==> src/inc/mcab_pkg.sv <==
// Constants and types shared by the arithmetic and bit-operation datapath
package mcab_pkg;
    // APB register byte addresses
    localparam logic [31:0] acc_addr    = 32'h0000_0000;
    localparam logic [31:0] status_addr = 32'h0000_0004;
    localparam logic [31:0] ctrl_addr   = 32'h0000_0008;
    localparam logic [31:0] state_addr  = 32'h0000_000c;

    // Status field positions
    localparam int          flag_c_bit  = 0;
    localparam int          flag_digit_bit = 1;
    localparam int          flag_z_bit  = 2;

    // Control field positions and reset values
    localparam int          ctrl_run_bit   = 0;
    localparam logic [31:0] ctrl_reset     = 32'h0000_0001;
    localparam logic [7:0]  acc_reset      = 8'h00;
    localparam logic [2:0]  status_reset   = 3'h0;

    // State register field positions
    localparam int          state_phase_lsb  = 0;
    localparam int          state_active_bit = 2;
    localparam int          state_skip_bit   = 3;
    localparam int          state_busy_bit   = 4;

    // Instruction cycle timing, in oscillator periods of ref_clk_i
    localparam int          osc_per_cycle = 4;
    localparam logic [1:0]  ph_fetch      = 2'h0;
    localparam logic [1:0]  ph_read       = 2'h1;
    localparam logic [1:0]  ph_exec       = 2'h2;
    localparam logic [1:0]  ph_write      = 2'(osc_per_cycle - 1);

    localparam logic [7:0]  byte_zero = 8'h00;
    localparam logic [7:0]  bit_one   = 8'h01;

    typedef enum logic [3:0] {
        mcab_nop,
        add_literal_to_acc,
        add_acc_to_file,
        and_literal_with_acc,
        and_acc_with_file,
        bit_clear_op,
        bit_set_op,
        skip_if_bit_set_op,
        clear_file_op
    } mcab_op_t;
endpackage

==> src/hdl/mcab_core.sv <==
// Datapath for literal/file add and AND, bit set/clear, skip-if-set and clear-file
`timescale 1ns/10ps
`default_nettype none
module mcab_core
    import mcab_pkg::*;
(
    input  wire logic                ref_clk_i,
    input  wire logic                reset_i,
    input  wire logic                psel_i,
    input  wire logic                penable_i,
    input  wire logic                pwrite_i,
    input  wire logic [31:0]         paddr_i,
    input  wire logic [31:0]         pwdata_i,
    output logic      [31:0]         prdata_o,
    output logic                     pready_o,
    output logic                     pslverr_o,
    input  wire logic                instr_valid_i,
    input  wire mcab_pkg::mcab_op_t  instr_op_i,
    input  wire logic [7:0]          instr_lit_i,
    input  wire logic [6:0]          instr_file_i,
    input  wire logic                instr_dest_i,
    input  wire logic [2:0]          instr_bit_i,
    output logic                     instr_taken_o,
    output logic                     cycle_done_o,
    output logic                     skip_active_o,
    output logic      [6:0]          file_addr_o,
    input  wire logic [7:0]          file_rd_data_i,
    input  wire logic                file_is_port_i,
    input  wire logic [7:0]          port_pins_i,
    output logic                     file_wr_en_o,
    output logic      [7:0]          file_wr_data_o,
    output logic      [7:0]          acc_o
);
    import mcab_pkg::*;

    logic [1:0]  phase;
    logic        run;
    logic        busy;
    logic        skip_pending;
    mcab_op_t    op;
    logic [7:0]  lit;
    logic        dest;
    logic [2:0]  bit_sel;
    logic [7:0]  operand;
    logic [7:0]  pin_s1;
    logic [7:0]  pin_s2;
    logic [7:0]  pin_s3;
    logic [7:0]  pin_level;
    logic        flag_c;
    logic        flag_digit;
    logic        flag_z;

    logic [7:0]  add_b;
    logic [7:0]  add_sum;
    logic        add_c;
    logic        add_digit;
    logic [7:0]  next_result;
    logic        next_wr_acc;
    logic        next_wr_file;
    logic        next_upd_cdc;
    logic        next_upd_z;
    logic        next_z;
    logic        next_skip;
    logic        commit;
    logic        apb_write;
    logic        apb_access;

    assign commit     = busy && (phase == ph_write);
    assign apb_access = psel_i && penable_i;
    assign apb_write  = apb_access && pwrite_i && pready_o;

    // Each instruction cycle is four phases, each one oscillator period long
    always_ff @(posedge ref_clk_i or posedge reset_i) begin
        if (reset_i) begin
            phase <= ph_fetch;
        end else if (run || phase != ph_fetch) begin
            phase <= phase + 2'h1;
        end
    end

    // Instruction latch; a pending skip turns the fetched word into a no-op
    always_ff @(posedge ref_clk_i or posedge reset_i) begin
        if (reset_i) begin
            busy          <= 1'b0;
            op            <= mcab_nop;
            lit           <= byte_zero;
            dest          <= 1'b0;
            bit_sel       <= 3'h0;
            file_addr_o   <= 7'h00;
            instr_taken_o <= 1'b0;
            skip_active_o <= 1'b0;
        end else begin
            instr_taken_o <= 1'b0;
            if (phase == ph_fetch) begin
                skip_active_o <= 1'b0;
                busy          <= 1'b0;
                if (run && instr_valid_i) begin
                    busy          <= 1'b1;
                    instr_taken_o <= 1'b1;
                    op            <= skip_pending ? mcab_nop : instr_op_i;
                    skip_active_o <= skip_pending;
                    lit           <= instr_lit_i;
                    dest          <= instr_dest_i;
                    bit_sel       <= instr_bit_i;
                    file_addr_o   <= instr_file_i;
                end
            end
        end
    end

    // Pin levels settle once the second and third stages agree
    always_ff @(posedge ref_clk_i or posedge reset_i) begin
        if (reset_i) begin
            pin_s1    <= byte_zero;
            pin_s2    <= byte_zero;
            pin_s3    <= byte_zero;
            pin_level <= byte_zero;
        end else begin
            pin_s1    <= port_pins_i;
            pin_s2    <= pin_s1;
            pin_s3    <= pin_s2;
            pin_level <= (~(pin_s2 ^ pin_s3) & pin_s3) | ((pin_s2 ^ pin_s3) & pin_level);
        end
    end

    // Operand fetch; port registers read back what the pins show
    always_ff @(posedge ref_clk_i or posedge reset_i) begin
        if (reset_i) begin
            operand <= byte_zero;
        end else if (busy && phase == ph_read) begin
            operand <= file_is_port_i ? pin_level : file_rd_data_i;
        end
    end

    assign add_b = (op == add_literal_to_acc) ? lit : operand;

    mcab_add8 u_add (
        .a_i           (acc_o),
        .b_i           (add_b),
        .sum_o         (add_sum),
        .carry_o       (add_c),
        .digit_carry_o (add_digit)
    );

    always_comb begin
        next_result  = byte_zero;
        next_wr_acc  = 1'b0;
        next_wr_file = 1'b0;
        next_upd_cdc = 1'b0;
        next_upd_z   = 1'b0;
        next_skip    = 1'b0;
        unique case (op)
            add_literal_to_acc: begin
                next_result  = add_sum;
                next_wr_acc  = 1'b1;
                next_upd_cdc = 1'b1;
                next_upd_z   = 1'b1;
            end
            add_acc_to_file: begin
                next_result  = add_sum;
                next_wr_acc  = !dest;
                next_wr_file = dest;
                next_upd_cdc = 1'b1;
                next_upd_z   = 1'b1;
            end
            and_literal_with_acc: begin
                next_result = acc_o & lit;
                next_wr_acc = 1'b1;
                next_upd_z  = 1'b1;
            end
            and_acc_with_file: begin
                next_result  = acc_o & operand;
                next_wr_acc  = !dest;
                next_wr_file = dest;
                next_upd_z   = 1'b1;
            end
            bit_clear_op: begin
                next_result  = operand & ~(bit_one << bit_sel);
                next_wr_file = 1'b1;
            end
            bit_set_op: begin
                next_result  = operand | (bit_one << bit_sel);
                next_wr_file = 1'b1;
            end
            skip_if_bit_set_op: begin
                next_skip = operand[bit_sel];
            end
            clear_file_op: begin
                next_result  = byte_zero;
                next_wr_file = 1'b1;
                next_upd_z   = 1'b1;
            end
            mcab_nop: begin
                next_result = byte_zero;
            end
            default: ;
        endcase
        next_z = (next_result == byte_zero);
    end

    // Accumulator: a committing instruction wins over a bus write
    always_ff @(posedge ref_clk_i or posedge reset_i) begin
        if (reset_i) begin
            acc_o <= acc_reset;
        end else if (commit && next_wr_acc) begin
            acc_o <= next_result;
        end else if (apb_write && paddr_i == acc_addr) begin
            acc_o <= pwdata_i[7:0];
        end
    end

    always_ff @(posedge ref_clk_i or posedge reset_i) begin
        if (reset_i) begin
            {flag_z, flag_digit, flag_c} <= status_reset;
        end else if (commit && (next_upd_cdc || next_upd_z)) begin
            if (next_upd_cdc) begin
                flag_c     <= add_c;
                flag_digit <= add_digit;
            end
            flag_z <= next_z;
        end else if (apb_write && paddr_i == status_addr) begin
            flag_c     <= pwdata_i[flag_c_bit];
            flag_digit <= pwdata_i[flag_digit_bit];
            flag_z     <= pwdata_i[flag_z_bit];
        end
    end

    // File write strobe lasts one oscillator period, in the fetch phase that follows the write phase
    always_ff @(posedge ref_clk_i or posedge reset_i) begin
        if (reset_i) begin
            file_wr_en_o   <= 1'b0;
            file_wr_data_o <= byte_zero;
            cycle_done_o   <= 1'b0;
        end else begin
            file_wr_en_o <= commit && next_wr_file;
            cycle_done_o <= commit;
            if (commit && next_wr_file) begin
                file_wr_data_o <= next_result;
            end
        end
    end

    always_ff @(posedge ref_clk_i or posedge reset_i) begin
        if (reset_i) begin
            skip_pending <= 1'b0;
        end else if (commit) begin
            skip_pending <= next_skip;
        end else if (phase == ph_fetch && run && instr_valid_i) begin
            skip_pending <= 1'b0;
        end
    end

    always_ff @(posedge ref_clk_i or posedge reset_i) begin
        if (reset_i) begin
            run <= ctrl_reset[ctrl_run_bit];
        end else if (apb_write && paddr_i == ctrl_addr) begin
            run <= pwdata_i[ctrl_run_bit];
        end
    end

    // APB slave: one wait state so read data comes from a flip-flop
    always_ff @(posedge ref_clk_i or posedge reset_i) begin
        if (reset_i) begin
            pready_o  <= 1'b0;
            pslverr_o <= 1'b0;
            prdata_o  <= 32'h0000_0000;
        end else begin
            pready_o  <= apb_access && !pready_o;
            pslverr_o <= 1'b0;
            prdata_o  <= 32'h0000_0000;
            if (apb_access && !pready_o) begin
                unique case (paddr_i)
                    acc_addr:    prdata_o <= {24'h00_0000, acc_o};
                    status_addr: prdata_o <= {29'h0000_0000, flag_z, flag_digit, flag_c};
                    ctrl_addr:   prdata_o <= {31'h0000_0000, run};
                    state_addr:  prdata_o <= {27'h000_0000, busy, skip_pending, skip_active_o, phase};
                    default:     pslverr_o <= 1'b1;
                endcase
            end
        end
    end
endmodule
`default_nettype wire

==> src/hdl/mcab_add8.sv <==
// Eight-bit adder with carry out of bits 3 and 7
`timescale 1ns/10ps
`default_nettype none
module mcab_add8 (
    input  wire logic [7:0] a_i,
    input  wire logic [7:0] b_i,
    output logic      [7:0] sum_o,
    output logic            carry_o,
    output logic            digit_carry_o
);
    logic [4:0] low_sum;
    logic [8:0] full_sum;

    always_comb begin
        low_sum       = {1'b0, a_i[3:0]} + {1'b0, b_i[3:0]};
        full_sum      = {1'b0, a_i} + {1'b0, b_i};
        sum_o         = full_sum[7:0];
        carry_o       = full_sum[8];
        digit_carry_o = low_sum[4];
    end
endmodule
`default_nettype wire

==> config.mk <==
export PLATFORM = sky130hd
export DESIGN_NAME = mcab_core
export DESIGN_NICKNAME = d
export VERILOG_FILES = /design/src/inc/mcab_pkg.sv /design/src/hdl/mcab_core.sv /design/src/hdl/mcab_add8.sv
export SDC_FILE = /design/constraint.sdc
export NUM_CORES = 1
export LEC_CHECK = 0
export ABC_AREA = 1
export BUFFER_PORTS_ARGS = -buffer_cell sky130_fd_sc_hd__clkbuf_2
export CORE_AREA = 8 8 142 144
export DETAILED_ROUTE_END_ITERATION = 6
export DIE_AREA = 0 0 150 152
export GPL_TIMING_DRIVEN = 0
export HOLD_SLACK_MARGIN = 0.02
export SETUP_SLACK_MARGIN = 0.2
export SLEW_MARGIN = 20
export SYNTH_ARGS = -nofsm -noshare
export SYNTH_HDL_FRONTEND = slang
export SYNTH_SLANG_ARGS = --single-unit
==> constraint.sdc <==
create_clock -name ref_clk_i -period 8.7 [get_ports ref_clk_i]
set_input_delay 0.87 -clock ref_clk_i [delete_from_list [all_inputs] [get_ports ref_clk_i]]
set_output_delay 0.87 -clock ref_clk_i [all_outputs]
set_load 0.05 [all_outputs]
==> qor.csv <==
stage,metric,value,unit
clocking,cts_buffers,9,
setup_path,cp-end-kind,register,
placed_design,place_inst,1026,
worst_hold_path,worstHoldPathType,register to register,
drt,drt_first_pass_iters,4,
floorplan,coreArea,0.0178,mm2
floorplan,die_y,152,um
setup_path,cp.arrival,3.57,ns
global_routing,top_usage_layer,met2,
layout,nets,932,
global_routing,grt_pass1_vias,4675,
global_routing,met3_usage,0.0386,
run_status,status,completed,
setup_path,rr_startpoint,op[0],
yosys,synth_most_common_cell,nand2_1,
setup_path,worstSetupStartpointType,register,
clocking,cts_tree,built,
yosys,ys_top_cells_by_count,"nand2_1, dfrtp_1, nor2_1",
clocking,clock_sinks,101,
drt,drt-wirelength-per-cell,14.8,um
worst_hold_path,hold_path_depth,0,
sta,clock.fmax,307,MHz
clocking,cts_buffer_depth,2,
floorplan,die_x,150,um
setup_path,crit_path_cell_trace,inv_2 > nor2_4 > nand2_1 > clkbuf_1 > nand2_1 > o21ai_0 > ha_1 > fa_1 > xnor2_1 > nor2_1 > nor2_1 > nand3_1 > nor2_1 > nand2_1 > nor2_1 > nand3_1 > nand2_1,
global_routing,track_usage,0.138,
clocking,cts_setup_buffers,0,
worst_hold_path,min_to,pin_s2[6],
drt,antenna_left,0,
setup_path,critPathMaxFanout,10,
sta,setup_violations,0,
setup_path,cp-startpoint,op[0],
global_routing,grt_antenna_before_repair,0,
setup_path,critical_path.top_delay_family,simple AND/OR/NAND/NOR gates,
clocking,cts_root_buffer,clkbuf_16,
floorplan,initial_core_util,0.297,
setup_path,slowest_stage,dfrtp_1,
layout,instances_no_fill,1042,
placed_design,dp_hpwl,12200,um
yosys,ys_async_sr_fraction,1.00,
clocking,ctsHoldBuffers,0,
worst_hold_path,hp-start,pin_s1[6],
global_routing,grt-ovfl-total,0,
clocking,h-tree-depth,3,
floorplan,io-pin-count,171,
setup_path,r2r_cells,17,
global_routing,use_met1,0.188,
yosys,synth.distinct_cells,42,
drt,wl,15400,um
yosys,ys_top_cells_by_area,"dfrtp_1, nand2_1, nand3_1",
sta,finClkSkew,0.00820,ns
yosys,postSynthAreaPerCell,8.09,um2
placed_design,placed_area,0.00629,mm2
drt,via_per_inst,4.47,
power,powerDensity,148,mW/mm2
yosys,synth_edf_count,0,
sta,hold_viol,0,
placed_design,dp_slack,5.50,ns
sta,finalCritPeriodShare,0.375,
setup_path,path_class,register to register,
layout,diodes,0,
yosys,syn_area,0.00528,mm2
sta,rsz0062_at_grt,no,
yosys,yosys_warnings,0,
yosys,synth_top_area_cell,dfrtp_1,
setup_path,max_stage_delay,0.51,ns
yosys,yosysSeqAreaShare,0.479,
clocking,clkLatencyLatePin,0.37,ns
clocking,clk_pin_slew,0.08,ns
drt,drc_errors,0,
drt,first_iter_violations,275,
setup_path,rr_endpoint,flag_z,
yosys,synth_top_area_frac,0.474,
clocking,post_cts_resized,0,
global_routing,globalRouteMet2Util,0.211,
setup_path,reg2reg_setup_slack,5.44,ns
floorplan,die-area,0.0228,mm2
sta,fin_tns_setup,0,ns
power,p_leak,0.00342,uW
layout,drive_above_1_share,0.241,
sta,period_needed,3.26,ns
layout,stdcell_area,0.00660,mm2
layout,nFillCells,1894,
yosys,synth-seq-cells,101,
global_routing,grt_first_pass_wirelength,24800,um
placed_design,portBuffers,121,
global_routing,grt_max_degree,79,
sta,finalMaxSlewViolations,0,
sta,timing.hold.ws,0.354,ns
power,ir_worst_vdd,0.125,mV
job,maxCapViolations,0,
drt,num_vias,4654,
yosys,ys_dominant_reg_cell,dfrtp_1,
floorplan,rows,49,
yosys,syn_inst,652,
setup_path,worstPathRequired,9.01,ns
setup_path,crit_buf_inv,2,
placed_design,place.gp.congestion,0.872,
sta,fin_ws,5.44,ns
layout,synthToLayoutAreaGrowth,25.0,%
## cells by family after synthesis
| logic type | count (synthesis) | synth area share |
|---|---|---|
| buf+inv | 104 | 0.0930 |
| flops | 101 | 0.479 |
| fa+ha+maj | 22 | 0.0498 |
| simple gates | 330 | 0.272 |
| other cells | 1 | 0.000711 |
| xor+xnor | 2 | 0.00332 |
| compound gates | 92 | 0.102 |
## worst max path at each step
stage,cells past startpoint,slack (ns),to
floorplan,1,5.18,async pin
global placement,2,3.88,file_wr_en_o
detailed placement,17,5.50,flag_z
CTS,17,5.48,flag_z
global route,17,5.19,flag_z
finish,17,5.44,flag_z
## cell usage in the layout, fill, tap and decap left out, types with 4 or more instances in the layout
cell type  netlist  routed
clkbuf_16        0       9
nand4_1          7       7
o21ai_0         43      43
a31oi_1          6       6
o22ai_1          9       9
inv_1           67      66
nand2_2          8       8
nand2_1        156     156
a21oi_1         18      18
nor2_1          77      77
nor3_1           6       6
clkbuf_2         0     121
ha_1            13      13
nor2_2           7       7
buf_4           24      24
maj3_1           8       8
o211ai_1         4       4
nand3_1         58      58
conb_1           1      24
clkbuf_1         6       6
dfrtp_1        100     100
## per-layer routing
metal	up-vias	part of all wire
li1	2386	-
met1	2097	0.47
met2	157	0.43
met3	14	0.080
met4	0	0.011
met5	-	0
## metrics by stage
step	utilization	total power, uW
detailed placement	0.354	575
floorplan	-	545
global route	0.371	1020
CTS	0.371	995
finish	0.371	979
global placement	0.352	573
## registers in the layout (all words and copies together), names as in the netlist, 2 cells and up, named ones only
signal,count
acc_o,8
pin_s1,8
file_addr_o,7
pin_s2,8
pin_s3,8
lit,8
phase,2
op,4
prdata_o,8
bit_sel,3
operand,8
file_wr_data_o,8
## cell type report
class	count	area, um2	area share
Multi-Input combinational cell	470	2340	0.355
Buffer	33	223	0.0338
Inverter	71	273	0.0414
Sequential cell	101	2530	0.383
Tap cell	229	287	0.0434
Timing Repair Buffer	122	633	0.0960
Clock buffer	9	225	0.0341
Clock inverter	7	83.8	0.0127
## report_power, final
part	total, uW	leakage, uW	internal, uW	switching [uW]
sequential	485	0.00116	479	5.81
clock	414	0.000151	207	207
combinational	80.5	0.00211	29.3	51.2
total	979	0.00342	715	264
Note: power is estimated with default switching activity, not from simulation.
